--- src/verilog/bie_regs.vh ---
`ifndef BIE_REGS_VH
`define BIE_REGS_VH
// ----------------------------------------
// instruction encodings
// ----------------------------------------
`define BIE_OP_BRANCH_HI    13:11
`define BIE_OP_BRANCH_VAL   3'h5
`define BIE_OP_FILE_HI      13:8
`define BIE_OP_INCSKIP_VAL  6'h0F
`define BIE_OP_INC_VAL      6'h0A
`define BIE_LIT_FIELD       10:0
`define BIE_DEST_BIT        7
`define BIE_ADDR_FIELD      6:0
`define BIE_PAGE_FIELD      4:3
`define BIE_PAGE_LSB        11
`define BIE_NOP_WORD        14'h0000
// ----------------------------------------
// reset values
// ----------------------------------------
`define BIE_PC_RESET        13'h0000
`define BIE_BYTE_RESET      8'h00
`define BIE_ADDR_RESET      7'h00
`define BIE_ONE             8'h01
`endif

--- src/verilog/bie_incr.v ---
`timescale 1ns/1ps
module bie_incr #(
  parameter WIDTH = 8
) (
  input  wire [WIDTH-1:0] value,
  output wire [WIDTH-1:0] sum,
  output wire             isZero
);
  // wraps at the maximum, zero test on the incremented result
  assign sum    = value + {{(WIDTH-1){1'b0}}, 1'b1};
  assign isZero = (sum == {WIDTH{1'b0}}); // see RULE7
endmodule // bie_incr

--- src/verilog/bie_exec.v ---
`timescale 1ns/1ps
`include "bie_regs.vh"
// Behaviour
// RULE1: branch copies 11-bit literal into program counter bits 10 to 0.
// RULE2: branch fills counter bits 12 and 11 from page latch bits 4, 3.
// RULE3: branch is one word, two cycles, and leaves status flags alone.
// RULE4: increment-skip adds one to file reg; destination 0 writes work reg.
// RULE5: zero result discards prefetched word, runs no-operation, two cycles.
// RULE6: increment adds one in one cycle, writes back per d, updates zero.
// RULE7: skip test uses incremented result, so wrap to zero skips.
// RULE8: increment-skip never touches zero or other status flags.
module bie_exec #(
  parameter PCW = 13
) (
  input  wire          clk,
  input  wire          rstn,
  input  wire          instValid,
  input  wire [13:0]   instWord,
  input  wire [7:0]    fileData,
  input  wire [7:0]    pageLatch,
  input  wire          zeroIn,
  output reg  [PCW-1:0] pcLoad,
  output reg           pcLoadEn,
  output reg  [6:0]    fileAddr,
  output reg  [7:0]    fileWrData,
  output reg           fileWrEn,
  output reg  [7:0]    workData,
  output reg           workWrEn,
  output reg           zeroOut,
  output reg           zeroWrEn,
  output reg           flushFetch,
  output reg           busy
);
  // ----------------------------------------
  // states
  // ----------------------------------------
  localparam ST_EXEC  = 2'b01;
  localparam ST_FLUSH = 2'b10;

  reg  [1:0] state;
  reg  [1:0] next_state;
  wire [7:0] incSum;
  wire       incZero;
  wire       isBranch;
  wire       isIncSkip;
  wire       isInc;
  wire       destFile;

  assign isBranch  = instValid &&
                     instWord[`BIE_OP_BRANCH_HI] == `BIE_OP_BRANCH_VAL;
  assign isIncSkip = instValid &&
                     instWord[`BIE_OP_FILE_HI] == `BIE_OP_INCSKIP_VAL;
  assign isInc     = instValid &&
                     instWord[`BIE_OP_FILE_HI] == `BIE_OP_INC_VAL;
  assign destFile  = instWord[`BIE_DEST_BIT];

  bie_incr #(
    .WIDTH (8)
  ) u_incr (
    .value  (fileData),
    .sum    (incSum),
    .isZero (incZero)
  );

  // ----------------------------------------
  // sequencing
  // ----------------------------------------
  // second cycle of branch or skip is a no-operation slot; new words
  // presented in that slot are ignored, fetch unit must flush them
  always @* begin
    next_state = state;
    case (state)
      ST_EXEC: begin
        if (isBranch) begin
          next_state = ST_FLUSH; // see RULE3
        end else if (isIncSkip && incZero) begin
          next_state = ST_FLUSH; // see RULE5
        end
      end
      ST_FLUSH: begin
        next_state = ST_EXEC;
      end
      default: begin
        next_state = ST_EXEC;
      end
    endcase
  end

  // ----------------------------------------
  // execute, next values
  // ----------------------------------------
  // all decoding lands here so each output register below has one
  // plain source and stays a bare flip-flop at the port
  reg  [PCW-1:0] next_pcLoad;
  reg            next_pcLoadEn;
  reg  [6:0]     next_fileAddr;
  reg  [7:0]     next_fileWrData;
  reg            next_fileWrEn;
  reg  [7:0]     next_workData;
  reg            next_workWrEn;
  reg            next_zeroOut;
  reg            next_zeroWrEn;
  reg            next_flushFetch;
  reg            next_busy;
  wire [10:0]    branchLit;
  wire [1:0]     branchPage;
  wire           takeFile;

  assign branchLit  = instWord[`BIE_LIT_FIELD];   // see RULE1
  assign branchPage = pageLatch[`BIE_PAGE_FIELD]; // see RULE2
  assign takeFile   = isIncSkip || isInc;

  always @* begin
    next_pcLoad     = pcLoad;
    next_pcLoadEn   = 1'b0;
    next_fileAddr   = fileAddr;
    next_fileWrData = fileWrData;
    next_fileWrEn   = 1'b0;
    next_workData   = workData;
    next_workWrEn   = 1'b0;
    next_zeroOut    = zeroOut;
    next_zeroWrEn   = 1'b0;
    next_flushFetch = 1'b0;
    next_busy       = (next_state == ST_FLUSH); // see RULE3
    if (state == ST_EXEC) begin
      if (isBranch) begin
        next_pcLoad[`BIE_LIT_FIELD]      = branchLit;  // see RULE1
        next_pcLoad[PCW-1:`BIE_PAGE_LSB] = branchPage; // see RULE2
        next_pcLoadEn   = 1'b1;
        next_flushFetch = 1'b1; // see RULE3
      end else if (takeFile) begin
        next_fileAddr   = instWord[`BIE_ADDR_FIELD];
        next_fileWrData = incSum;
        next_workData   = incSum;
        next_fileWrEn   = destFile;  // see RULE6
        next_workWrEn   = !destFile; // see RULE4
        if (isInc) begin
          next_zeroOut  = incZero; // see RULE6
          next_zeroWrEn = 1'b1;
        end else begin
          // zero flag kept, only the skip acts on the result
          next_zeroOut    = zeroIn;  // see RULE8
          next_flushFetch = incZero; // see RULE5
        end
      end
    end
  end

  // ----------------------------------------
  // sequencer register
  // ----------------------------------------
  // busy mirrors the flush state so the fetch side sees it registered
  always @(posedge clk or negedge rstn) begin
    if (!rstn) begin
      state <= ST_EXEC;
      busy  <= 1'b0;
    end else begin
      state <= next_state;
      busy  <= next_busy;
    end
  end

  // ----------------------------------------
  // program counter load
  // ----------------------------------------
  // pcLoad keeps the last target; only the pulse tells the fetch unit
  always @(posedge clk or negedge rstn) begin
    if (!rstn) begin
      pcLoad   <= `BIE_PC_RESET;
      pcLoadEn <= 1'b0;
    end else begin
      pcLoad   <= next_pcLoad;
      pcLoadEn <= next_pcLoadEn;
    end
  end

  // ----------------------------------------
  // file and work register write
  // ----------------------------------------
  // both data ports carry the sum; the enables pick the destination,
  // which saves a mux at the cost of one spare byte of flip-flops
  always @(posedge clk or negedge rstn) begin
    if (!rstn) begin
      fileAddr   <= `BIE_ADDR_RESET;
      fileWrData <= `BIE_BYTE_RESET;
      fileWrEn   <= 1'b0;
      workData   <= `BIE_BYTE_RESET;
      workWrEn   <= 1'b0;
    end else begin
      fileAddr   <= next_fileAddr;
      fileWrData <= next_fileWrData;
      fileWrEn   <= next_fileWrEn;
      workData   <= next_workData;
      workWrEn   <= next_workWrEn;
    end
  end

  // ----------------------------------------
  // zero flag and fetch flush
  // ----------------------------------------
  // flush is a single pulse; the fetch unit must drop its word at once
  always @(posedge clk or negedge rstn) begin
    if (!rstn) begin
      zeroOut    <= 1'b0;
      zeroWrEn   <= 1'b0;
      flushFetch <= 1'b0;
    end else begin
      zeroOut    <= next_zeroOut;
      zeroWrEn   <= next_zeroWrEn;
      flushFetch <= next_flushFetch;
    end
  end
endmodule // bie_exec

--- config.mk ---
export PLATFORM = sky130hd
export DESIGN_NAME = bie_exec
export DESIGN_NICKNAME = d
export VERILOG_FILES = /design/src/verilog/bie_incr.v /design/src/verilog/bie_exec.v
export VERILOG_INCLUDE_DIRS = /design/src /design/src/verilog
export SDC_FILE = /design/constraint.sdc
export NUM_CORES = 1
export LEC_CHECK = 0
export ABC_AREA = 1
export ABC_CLOCK_PERIOD_IN_PS = 2850
export BUFFER_PORTS_ARGS = -buffer_cell sky130_fd_sc_hd__buf_2
export CAP_MARGIN = 15
export CORE_ASPECT_RATIO = 1.4
export CORE_MARGIN = 2
export CORE_UTILIZATION = 53
export CTS_BUF_LIST = sky130_fd_sc_hd__clkbuf_2
export DETAILED_ROUTE_END_ITERATION = 6
export GPL_ROUTABILITY_DRIVEN = 0
export PLACE_DENSITY = 0.91
export SLEW_MARGIN = 15
export SYNTH_ARGS = -nofsm -noshare
export SYNTH_HDL_FRONTEND = slang
export SYNTH_HIERARCHICAL = 1
export SYNTH_SLANG_ARGS = --single-unit
--- constraint.sdc ---
create_clock -name clk -period 2.85 [get_ports clk]
set_clock_uncertainty 0.05 [all_clocks]
set_input_delay 0.57 -clock clk [delete_from_list [all_inputs] [get_ports clk]]
set_output_delay 0.57 -clock clk [all_outputs]
set_load 0.01 [all_outputs]
# Word level (Yosys, flattened, before mapping)
# Cells that the tools add are included.
[totals]
register_bits = 37
latch_bits = 0
ramBits = 0
rom_bits = 0
in_bits = 34
out_inout_bits = 43
mem_count = 0
[classes]
add_sub_neg = 1
mul = 0
div_mod_pow = 0
magnitude_cmp = 0
n_eq_ne = 5
n_shift = 0
muxes = 20
bitwise = 1
n_reduce_logical = 9
[ops]
columns = ["operator", "n"]
rows = [
  ["$mux 1", 17],
  ["$eq 6x4->1 const B", 2],
  ["$add 8x1->8 const B", 1],
  ["$logic_not 8->1", 1],
  ["$mux 2", 3],
  ["$logic_and 1x1->1", 4],
  ["$eq 3x3->1 const B", 1],
  ["$reduce_and 3->1", 1],
  ["$eq 2x1->1 const B", 1],
  ["$eq 2x2->1 const B", 1],
  ["$reduce_and 2->1", 1],
  ["$logic_not 1->1", 1],
  ["$logic_or 1x1->1", 1],
  ["$not 1->1", 1],
]

# Longest topological paths before layout
# Gate-level depths: netlist of the first run.
[logic_depth]
ltp_word = 7
mapped_depth = 11
mapped_depth_nobuf = 11

# By module
# Netlist of the first run, hierarchy kept.
[modules_own_cells]
columns = ["mod", "instances", "cells_each", "area_each_um2", "seq_area_each_um2"]
rows = [
  ["bie_exec", 1, 175, 1579.0, 927.1],
  ["bie_incr", 1, 41, 200.2, 0.0],
]

# Least setup slack after synthesis of the first run
# Ideal clock, no wire load.
[synth_timing]
path_type = "input to register"
from = "in fileData[0]"
to = "reg state[0]"
arrival_ns = 1.491
required_time_ns = 2.726
setup_slack_ns = 1.236
stages = 9
cell_sequence = "ha_1 -> xnor2_1 -> nand2_1 -> nor2_1 -> nand2_1 -> nor2_1 -> nand3_1 -> nand2_1 -> inv_1"
[synth_between]
elab_chain_cells = 6
[synth_rtl]
columns = ["item", "line", "source"]
rows = [
  ["start: declaration", "bie_exec.v:19", "input wire [7:0] fileData,"],
  ["$add 8x1->8", "bie_incr.v:10", "assign sum = value + {{(WIDTH-1){1'b0}}, 1'b1};"],
  ["$logic_not 8->1", "bie_incr.v:11", "assign isZero = (sum == {WIDTH{1'b0}});"],
  ["via incZero", "bie_exec.v:43", "wire incZero;"],
  ["$logic_and 1x1->1", "bie_exec.v:76", "end else if (isIncSkip && incZero) begin"],
  ["$mux 2", "bie_exec.v:76", ""],
  ["$mux 2", "bie_exec.v:74", "if (isBranch) begin"],
  ["$mux 2", "bie_exec.v:72", "case (state)"],
  ["via next_state[0]", "bie_exec.v:41", "reg [1:0] next_state;"],
  ["end signal: assignment", "bie_exec.v:158", "state <= next_state;"],
  ["end: declaration", "bie_exec.v:40", "reg [1:0] state;"],
]
# The timed path passes the listed nets, and every way through them passes these cells.
# A chain may end at the register's enable or synchronous reset.

# Final worst setup path of the first run
[layout_timing]
from = "reg state[0]"
to = "reg pcLoad[2]"
[layout_between]
elab_chain_cells = 2
[layout_rtl]
columns = ["item", "line", "source"]
rows = [
  ["$eq 2x1->1", "bie_exec.v:125", "if (state == ST_EXEC) begin"],
  ["$reduce_and 2->1 (no source line)", "n/a", ""],
  ["end signal: assignment", "bie_exec.v:169", "pcLoad <= `BIE_PC_RESET;"],
  ["end signal: assignment", "bie_exec.v:172", "pcLoad <= next_pcLoad;"],
  ["end: declaration", "bie_exec.v:22", "output reg [PCW-1:0] pcLoad,"],
]
# Every way passes these cells.

==> impl_metrics.csv, run 1 <==
group,metric,value,unit
run,maxCapViolations,0,
synth,synth_mux_area_share,0,%
final_layout,fillers,290,
setup_path,r2r_setup_slack,1.17,ns
clock_tree,cts_tree,"done",
synth,synth_area,0.00178,mm^2
final_layout,utilization,68.8,%
setup_path,reg2regPathDepth,6,
sta,setup-tns-final,0,ns
placed_design,dp.cells,312,
sta,grt_setup_unrepaired,"no",
clock_tree,clock-sinks,37,
pwr,net-switching-power,0.398,mW
clock_tree,clkLatencyLatePin,0.36,ns
detailed_routing,first_iter_violations,51,
detailed_routing,drt-total-wl,3.85,mm
synth,yosys.area_share.simple,33.8,%
setup_path,endpoint_kind,"flip-flop",
sta,min_period,1.68,ns
pwr,swShare,28.9,%
global_route,grt.overflow.total,0,
detailed_routing,num_vias,1611,
global_route,grt_pass1_vias,1546,
global_route,grt_max_degree,38,
clock_tree,cts_resized,0,
pwr,power_density,635,mW/mm^2
synth,synth_enable_flop_cells,0,
synth,async_reset_ff_share,100,%
final_layout,fin_nets,316,
synth,avgSynthCellArea,8.24,um^2
die,die_x,53.0,um
clock_tree,cts.clk_slew.worst_paths,0.19,ns
detailed_routing,wire_per_inst,12.0,um
sta,worst_slew_pin_slew,0.783,ns
final_layout,multiInputGateArea,669,um^2
die,dieArea,0.00384,mm^2
final_layout,ff_latch_area,927,um^2
pwr,pwr-share-seq,47.8,%
clock_tree,clockBufferDepth,2,
pwr,total_power,1.38,mW
synth,synth_fa_ha_area_share,1.41,%
synth,synth_area_leader_cell,"dfrtp_1",
pwr,p_clk_share,29.0,%
global_route,antenna_found_initial,0,
synth,synthesis.instances,216,
status,status,"finished, final reports clean",
setup_path,reg2reg_from,"state[0]$_DFF_PN1_",
die,start_util,56.4,%
hold_path,holdCritPathClass,"primary input to asynchronous set/reset pin",
synth,yosysSeqAreaShare,52.1,%
sta,max_clock_freq,596,MHz
sta,slew_violations,0,
setup_path,critPathSlowestCell,"dfstp_2",
final_layout,diodes,0,
synth,syn-num-nets,252,
clock_tree,htreeDepth,2,
die,core.rowCount,24,
die,die_y,72.6,um
pwr,p_int,0.979,mW
synth,synth_ff_type,"dfrtp_1",
die,pin_count,77,
pwr,total_leakage_power,1.36,nW
sta,hold_viol_final,0,
final_layout,fin_cells,320,
placed_design,postPlaceCellArea,0.00208,mm^2
die,core,0.00315,mm^2
final_layout,final_area,0.00217,mm^2
detailed_routing,viasPerCell,5.03,
synth,synthTopCellsByCount,"nand2_1 (94), dfrtp_1 (36), nand3_1 (23), inv_1 (21), buf_4 (10)",
detailed_routing,remaining_drc_errors,0,
sta,slew_headroom,47.8,%
synth,synth_top_family_by_area,"simple AND/OR/NAND/NOR gates",
placed_design,io_buffers,70,
setup_path,critical_path_class,"flip-flop to flip-flop",
setup_path,crit_arrival,1.96,ns
pwr,combinationalPowerShare,23.2,%
synth,ys_ff_latch,37,
synth,synth.most_common_cell,"nand2_1",
synth,yosysWarnings,6,
setup_path,critPathRequiredTime,3.13,ns
global_route,grt_pass1_wl,6.43,mm
final_layout,synthToLayoutAreaGrowth,21.9,%
setup_path,path_cells,"inv_1 -> nor2_4 -> nand2_2 -> inv_1 -> nand2_1 -> nand2_1",
detailed_routing,drtAntennaViolNets,0,
clock_tree,cts_inserted_buffers,5,
synth,synthDistinctLibCells,22,
clock_tree,postCtsHoldBufs,0,
final_layout,drive_gt1_share,32.0,%
synth,synth_area_leaders,"dfrtp_1 (51%), nand2_1 (20%), nand3_1 (6.5%)",
detailed_routing,drt_pass1_iterations,4,
sta,post-route-period-util,58.9,%
setup_path,critical_path.max_stage_delay,0.55,ns
setup_path,r2r-end,"pcLoad[2]$_DFFE_PN0P_",
setup_path,crit_path_start_kind,"flip-flop",
clock_tree,root_buffer,"clkbuf_2",
synth,synth-compound-area-share,1.41,%
placed_design,place_hpwl,2.93,mm
global_route,grt_usage,22.8,%
sta,finalSetupViolCount,0,
pwr,peakVddDrop,0.000438,V
setup_path,crit_fanout,19,
synth,yosys.area_share.xor_xnor,0.985,%
synth,synth_top_area_share,50.6,%
clock_tree,post-cts-setup-buffers,0,
-- area by class of cell --
class | count | share of cell area (%)
clock buffer | 5 | 1.15
clock inverter | 3 | 3.00
inverter | 22 | 3.81
multi-input combinational | 144 | 30.9
sequential | 37 | 42.8
tap | 39 | 2.25
timing repair buffer | 70 | 16.2
-- stage by stage --
| step | setup WS, ns | hold slack, ns |
|---|---|---|
| 4_1_cts | 1.15 | 0.207 |
| 3_3_place_gp | 0.922 | 0.406 |
| 5_1_grt | 1.04 | 0.226 |
| 2_1_floorplan | 1.24 | 0.224 |
| 6_report | 1.17 | 0.195 |
| 3_5_place_dp | 0.883 | 0.410 |
-- state kept, by name (all words and copies together) (netlist names) --
| register | cells |
|---|---|
| pcLoad | 13 |
| flushFetch | 1 |
| fileAddr | 7 |
| fileWrEn | 1 |
| workWrEn | 1 |
| zeroOut | 1 |
| state | 2 |
| busy | 1 |
| workData | 8 |
| pcLoadEn | 1 |
| zeroWrEn | 1 |
-- layer usage --
metal | up-vias | global-route usage, % | wire length [um]
li1 | 786 | - | -
met1 | 737 | 23.0 | 1390
met2 | 70 | 42.2 | 2060
met3 | 18 | 4.32 | 241
met4 | 0 | 12.5 | 154
met5 | - | 0 | 0
-- worst max-delay path: cells and delay by family, from the launching register on --
family | cells | cell delay [ns]
buf+inv | 2 | 0.42
flops | 1 | 0.55
simple gates | 4 | 0.62
-- placed cells by master, fill, tap and decap left out, types with 5 or more instances in the layout --
cell / Yosys / final
buf_2: 2 / 70
clkbuf_2: 0 / 5
dfrtp_1: 36 / 36
inv_1: 21 / 21
nand2_1: 94 / 94
nand3_1: 23 / 23
nor2_1: 8 / 8
nor2_2: 5 / 5
-- worst max-delay path by stage --
| stage | startpoint | to | slack (ns) | cells past startpoint |
|---|---|---|---|---|
| global placement | fileData[0] | state[0]$_DFF_PN1_ | 0.92 | 11 |
| detailed placement | fileData[0] | state[0]$_DFF_PN1_ | 0.88 | 11 |
| global route | state[0]$_DFF_PN1_ | pcLoad[2]$_DFFE_PN0P_ | 1.04 | 6 |
| floorplan | fileData[0] | state[0]$_DFF_PN1_ | 1.24 | 9 |
| CTS | state[0]$_DFF_PN1_ | pcLoad[2]$_DFFE_PN0P_ | 1.15 | 6 |
| finish | state[0]$_DFF_PN1_ | pcLoad[2]$_DFFE_PN0P_ | 1.17 | 6 |
-- logic make-up after synthesis --
group,count (synthesis)
and+or+nand+nor,136
xor gates and xnor gates,2
buffers and inverters,35
AOI/OAI and AO/OA,4
adders and majority gates,2
DFF,37
-- power by group through the flow --
stage | Sequential (mW) | Combinational (mW) | Clock [mW]
after global routing | 0.669 | 0.359 | 0.431
after detailed placement | 0.667 | 0.322 | 0
after global placement | 0.664 | 0.309 | 0
after floorplan | 0.707 | 0.148 | 0
final | 0.659 | 0.319 | 0.399
after CTS | 0.659 | 0.325 | 0.407
No activity file was read; power rests on OpenSTA's default activity.
==> inputs of run 2 (changes only) <==
--- a/config.mk
+++ b/config.mk
@@ -7,16 +7,16 @@
 export NUM_CORES = 1
 export LEC_CHECK = 0
 export ABC_AREA = 1
-export ABC_CLOCK_PERIOD_IN_PS = 2850
+export ABC_CLOCK_PERIOD_IN_PS = 1410
 export BUFFER_PORTS_ARGS = -buffer_cell sky130_fd_sc_hd__buf_2
 export CAP_MARGIN = 15
 export CORE_ASPECT_RATIO = 1.4
 export CORE_MARGIN = 2
-export CORE_UTILIZATION = 53
+export CORE_UTILIZATION = 44
 export CTS_BUF_LIST = sky130_fd_sc_hd__clkbuf_2
 export DETAILED_ROUTE_END_ITERATION = 6
 export GPL_ROUTABILITY_DRIVEN = 0
-export PLACE_DENSITY = 0.91
+export PLACE_DENSITY = 0.81
 export SLEW_MARGIN = 15
 export SYNTH_ARGS = -nofsm -noshare
 export SYNTH_HDL_FRONTEND = slang
==> constraint.sdc (replaced) <==
create_clock -name clk -period 1.41 [get_ports clk]
set_clock_uncertainty 0.05 [all_clocks]
set_input_delay 0.282 -clock clk [delete_from_list [all_inputs] [get_ports clk]]
set_output_delay 0.282 -clock clk [all_outputs]
set_load 0.01 [all_outputs]
==> run 2 against run 1 <==
  * Flip-flop and latch count stayed put
  * Critical path depth is 1 higher
  * Register-to-register slack worse by 1.2 ns
  * Setup slack lost 1.2 ns
  * First-iteration DRC count shrank 24%
  * Largest cell class unchanged
==> impl_metrics.csv, run 2 (same netlist as run 1, synthesis figures left out) <==
group,metric,value,unit
final_layout,top_register,"pcLoad",
die,pin_count,77,
setup_path,cpMostUsedCell,"buf_6",
setup_path,critPathSlowestCell,"dfstp_2",
run,maxCapViolations,0,
die,core.rowCount,27,
status,status,"finished, final reports clean",
detailed_routing,drt_pass1_iterations,4,
detailed_routing,wire_per_inst,11.6,um
final_layout,mostFrequentLayoutCells,"nand2_1 (94), buf_2 (70), dfrtp_1 (36)",
setup_path,path_cells,"inv_2 -> nor2_4 -> buf_6 -> nand3_4 -> buf_6 -> nand3_1 -> nand2_1",
pwr,total_leakage_power,1.49,nW
sta,holdWs,0.0629,ns
detailed_routing,viasPerCell,4.72,
pwr,power_density,1150,mW/mm^2
sta,finalSetupViolCount,0,
sta,slew_violations,0,
sta,grt_setup_unrepaired,"yes",
final_layout,largest_register_ffs,13,
setup_path,critical_path.max_stage_delay,0.56,ns
die,die_x,57.7,um
die,core,0.00392,mm^2
die,die_y,79.2,um
setup_path,endpoint_kind,"flip-flop",
placed_design,place_hpwl,3.00,mm
final_layout,drive_gt1_share,41.4,%
global_route,antenna_found_initial,0,
final_layout,fin_cells,345,
clock_tree,root_buffer,"clkbuf_2",
final_layout,largestRegisters,"pcLoad: 13 flops, workData: 8 flops, fileAddr: 7 flops",
setup_path,critPathRequiredTime,1.63,ns
setup_path,critical_path_class,"flip-flop to flip-flop",
final_layout,fin_nets,337,
detailed_routing,first_iter_violations,39,
clock_tree,clock-sinks,37,
clock_tree,htreeDepth,2,
final_layout,fillers,352,
setup_path,crit_arrival,1.63,ns
sta,max_clock_freq,712,MHz
die,dieArea,0.00458,mm^2
sta,post-route-period-util,99.6,%
global_route,grt_usage,18.1,%
global_route,grt_max_degree,23,
detailed_routing,drt-total-wl,3.99,mm
pwr,peakVddDrop,0.000787,V
clock_tree,clkLatencyLatePin,0.35,ns
sta,worst_slew_pin_slew,0.374,ns
hold_path,holdCritPathClass,"primary input to flip-flop",
sta,slew_headroom,75.0,%
global_route,grt.overflow.total,0,
sta,hold_viol_final,0,
clock_tree,clockBufferDepth,2,
clock_tree,cts_tree,"done",
setup_path,crit_path_start_kind,"flip-flop",
global_route,grt_pass1_vias,1505,
pwr,total_power,2.85,mW
clock_tree,cts.clk_slew.worst_paths,0.19,ns
global_route,grt_pass1_wl,6.51,mm
detailed_routing,drtAntennaViolNets,0,
setup_path,crit_fanout,5,
sta,min_period,1.40,ns
placed_design,dp.cells,333,
clock_tree,cts_inserted_buffers,5,
die,start_util,45.4,%
detailed_routing,num_vias,1627,
detailed_routing,remaining_drc_errors,0,
final_layout,diodes,0,
final_layout,synthToLayoutAreaGrowth,39.0,%
final_layout,layout_commonest_cell,"nand2_1",
placed_design,io_buffers,70,
## run 2: changes by cell type in the layout (fill, tap and decap cells not counted), sizes merged
cell / change
inv: -1
dlygate4sd3: +2
clkinvlp: +2
buf: +18
## run 2: area by class of cell
cell class	instances	area [um^2]	share of cell area [%]
Clock inverter	3	65.1	2.63
Timing Repair inverter	1	5.00	0.202
Clock buffer	5	25.0	1.01
Tap cell	43	53.8	2.18
Multi-Input combinational cell	144	744	30.1
Inverter	22	86.3	3.49
Sequential cell	37	927	37.5
Timing Repair Buffer	90	566	22.9
## run 2: repair_timing
item                       in CTS  in global routing
pin swaps                       1                  5
setup endpoints to repair      25                 27
setup buffers                   0                  0
hold buffers                    2                  0
cloned                          1                  1
resized for setup               4                 20
hold endpoints to repair       15                  0
## run 2: final timing paths
path                                       start                      end  slack, ns  depth (start not counted)
setup / recovery              state[0]$_DFF_PN1_  workData[7]$_DFFE_PN0P_      0.006                          7
hold / removal                       instWord[0]    pcLoad[0]$_DFFE_PN0P_       0.06                          3
setup reg to reg              state[0]$_DFF_PN1_  workData[7]$_DFFE_PN0P_      0.006                          7
hold reg to reg            pcLoad[3]$_DFFE_PN0P_    pcLoad[3]$_DFFE_PN0P_       0.45                          2
max in group asynchronous                   rstn    pcLoad[6]$_DFFE_PN0P_       0.57                          3
min in group asynchronous                   rstn  workData[4]$_DFFE_PN0P_       0.30                          2
## run 2: report_power, final
part	switching, mW	internal [mW]	leakage [nW]	total, mW
clock network	0.331	0.475	0.0529	0.806
registers	0.114	1.23	0.480	1.34
logic	0.378	0.325	0.958	0.703
## run 2: critical path: cells and delay by family, from the launching register on
family / cells / cell delay [ns]
buffers and inverters: 3 / 0.34
AND/OR/NAND/NOR: 4 / 0.38
flip-flops: 1 / 0.56
## run 2: per-stage QoR
| step | instance area, um^2 | utilization (%) | TNS (ns) | worst slack (ns) |
|---|---|---|---|---|
| after floorplan | 1790 | - | 0 | 0.0197 |
| after global placement | 2250 | 57.5 | -0.675 | -0.172 |
| after detailed placement | 2250 | 57.5 | -1.39 | -0.257 |
| after CTS | 2380 | 60.8 | -0.0139 | -0.00505 |
| after global routing | 2470 | 63.1 | -0.889 | -0.0639 |
| final | 2470 | 63.1 | 0 | 0.00560 |
## run 2: routing by layer
metal | vias to the layer above | part of all wire (%) | global-route usage, %
met3 | 0 | 5.6 | 4.40
met1 | 752 | 40 | 21.8
li1 | 822 | - | -
met2 | 53 | 54 | 32.2
met4 | 0 | 0 | 4.19
met5 | - | 0 | 0
==> inputs of run 3 (changes only) <==
--- a/config.mk
+++ b/config.mk
@@ -7,16 +7,16 @@
 export NUM_CORES = 1
 export LEC_CHECK = 0
 export ABC_AREA = 1
-export ABC_CLOCK_PERIOD_IN_PS = 1410
+export ABC_CLOCK_PERIOD_IN_PS = 1300
 export BUFFER_PORTS_ARGS = -buffer_cell sky130_fd_sc_hd__buf_2
 export CAP_MARGIN = 15
 export CORE_ASPECT_RATIO = 1.4
 export CORE_MARGIN = 2
-export CORE_UTILIZATION = 44
+export CORE_UTILIZATION = 49
 export CTS_BUF_LIST = sky130_fd_sc_hd__clkbuf_2
 export DETAILED_ROUTE_END_ITERATION = 6
 export GPL_ROUTABILITY_DRIVEN = 0
-export PLACE_DENSITY = 0.81
+export PLACE_DENSITY = 0.85
 export SLEW_MARGIN = 15
 export SYNTH_ARGS = -nofsm -noshare
 export SYNTH_HDL_FRONTEND = slang
==> constraint.sdc (replaced) <==
create_clock -name clk -period 1.3 [get_ports clk]
set_clock_uncertainty 0.05 [all_clocks]
set_input_delay 0.26 -clock clk [delete_from_list [all_inputs] [get_ports clk]]
set_output_delay 0.26 -clock clk [all_outputs]
set_load 0.01 [all_outputs]
==> run 3 against run 2 <==
  * Via count grew 5.7%
  * Critical path type unchanged
  * Final area increased by 3.5%
  * Utilization increased by 11 points
  * First-iteration DRC count decreased by 2.6%
  * Final cell count is 3.8% higher
  * The run now ends with negative setup slack left
  * Critical endpoint is now fileAddr[0]$_DFFE_PN0P_
  * Die area shrank 9.6%
==> impl_metrics.csv, run 3 (same netlist as run 1, synthesis figures left out) <==
group,metric,value,unit
sta,worst_slew_pin_slew,0.429,ns
final_layout,drive_gt1_share,41.8,%
setup_path,crit_path_start_kind,"flip-flop",
sta,hold_viol_final,0,
global_route,grt_pass1_wl,6.64,mm
final_layout,utilization,74.4,%
final_layout,fin_nets,353,
sta,min_period,1.51,ns
sta,max_clock_freq,661,MHz
placed_design,place_hpwl,3.35,mm
final_layout,synthToLayoutAreaGrowth,43.9,%
detailed_routing,first_iter_violations,38,
sta,slew_violations,0,
sta,setup_ws,-0.213,ns
die,core,0.00344,mm^2
final_layout,layout_commonest_cell,"nand2_1",
clock_tree,clkLatencyLatePin,0.38,ns
detailed_routing,drtAntennaViolNets,0,
sta,post-route-period-util,116,%
clock_tree,clockBufferDepth,2,
hold_path,holdCritPathClass,"primary input to flip-flop",
placed_design,postPlaceCellArea,0.00232,mm^2
final_layout,fillers,270,
final_layout,diodes,0,
die,start_util,51.7,%
die,dieArea,0.00414,mm^2
final_layout,largestRegisters,"pcLoad: 13 flops, workData: 8 flops, fileAddr: 7 flops",
status,violations,"negative setup slack",
die,pin_count,77,
detailed_routing,viasPerCell,4.80,
detailed_routing,num_vias,1720,
setup_path,critical_path_class,"flip-flop to flip-flop",
setup_path,critPathRequiredTime,1.54,ns
clock_tree,htreeDepth,2,
clock_tree,cts_tree,"done",
clock_tree,cts_inserted_buffers,5,
pwr,power_density,1120,mW/mm^2
status,status,"finished, violations left",
global_route,grt_usage,22.2,%
setup_path,crit_fanout,9,
setup_path,endpoint_kind,"flip-flop",
pwr,peakVddDrop,0.000811,V
sta,finalSetupViolCount,37,
run,maxCapViolations,0,
detailed_routing,drt_pass1_iterations,4,
sta,slew_headroom,71.4,%
clock_tree,clock-sinks,37,
die,die_x,54.9,um
pwr,total_leakage_power,1.55,nW
final_layout,top_register,"pcLoad",
detailed_routing,drt-total-wl,4.37,mm
global_route,antenna_found_initial,0,
final_layout,largest_register_ffs,13,
clock_tree,root_buffer,"clkbuf_2",
setup_path,crit_arrival,1.75,ns
die,core.rowCount,25,
global_route,grt_max_degree,21,
detailed_routing,wire_per_inst,12.2,um
detailed_routing,remaining_drc_errors,0,
clock_tree,cts.clk_slew.worst_paths,0.18,ns
final_layout,mostFrequentLayoutCells,"nand2_1 (93), buf_2 (62), dfrtp_1 (36)",
placed_design,io_buffers,70,
sta,grt_setup_unrepaired,"yes",
global_route,grt_pass1_vias,1576,
die,die_y,75.3,um
global_route,grt.overflow.total,0,
final_layout,final_area,0.00256,mm^2
[run 3: cell count changes in the layout (fill, tap and decap cells not counted), moves of 2 or more]
cell       previous run  this run
buf_4                10        26
bufinv_16             2         0
nand3_1              10        22
buf_6                 4        13
buf_2                70        62
nand3_2              13         1
[run 3: power by group]
part	switching (mW)	leakage, nW	internal [mW]	total (mW)
clock	0.377	0.0327	0.135	0.512
sequential	0.125	0.480	1.33	1.46
combinational	0.442	1.04	0.461	0.903
total	0.943	1.55	1.93	2.87
[run 3: timing repair]
item,CTS,global route
setup endpoints to repair,34,63
resized for setup,8,13
hold buffers,2,0
hold endpoints to repair,17,0
gates cloned,0,1
buffers inserted,0,8
[run 3: routing by layer]
layer / up-vias / track usage [%] / share of wire [%]
met1: 811 / 23.0 / 37
li1: 851 / - / -
met4: 0 / 6.50 / 1.3
met3: 4 / 4.31 / 5.1
met2: 54 / 43.1 / 57
met5: - / 0 / 0
[run 3: layout make-up]
cell class	instances	area, um^2	share of cell area (%)
clock buffer	6	30.0	1.17
timing repair buffer	107	757	29.6
sequential	37	927	36.2
inverter	22	85.1	3.32
clock inverter	2	10.0	0.391
tap	40	50.0	1.96
multi-input combinational	144	701	27.4
[run 3: worst paths after layout]
kind | start | end | slack [ns] | depth (start not counted)
max | state[0]$_DFF_PN1_ | fileAddr[0]$_DFFE_PN0P_ | -0.21 | 7
min | instWord[2] | pcLoad[2]$_DFFE_PN0P_ | 0.02 | 3
max reg2reg | state[0]$_DFF_PN1_ | fileAddr[0]$_DFFE_PN0P_ | -0.21 | 7
min reg2reg | pcLoad[10]$_DFFE_PN0P_ | pcLoad[10]$_DFFE_PN0P_ | 0.45 | 2
max in group asynchronous | rstn | fileAddr[2]$_DFFE_PN0P_ | 0.48 | 3
min in group asynchronous | rstn | busy$_DFF_PN0_ | 0.27 | 2
[run 3: metrics by stage]
step                      std cells  setup slack [ns]  hold WS [ns]  setup TNS [ns]  total power [mW]
after floorplan                 216           -0.0639       -0.0856          -0.618              1.88
after global placement          339            -0.235         0.165           -3.41              2.19
after CTS                       349            -0.198       0.00512           -3.96              2.76
final                           358            -0.213        0.0233           -5.24              2.87
after global routing            358            -0.264      -0.00252           -7.91              3.06
after detailed placement        339            -0.297         0.176           -4.73              2.24
[run 3: worst max-delay path, stage by stage, from the launching register on]
cell	delay (ns)
dfstp_2	0.57
inv_2	0.04
nor2_4	0.14
buf_6	0.12
nand3_4	0.14
buf_12	0.18
nand3_1	0.09
nand2_1	0.08
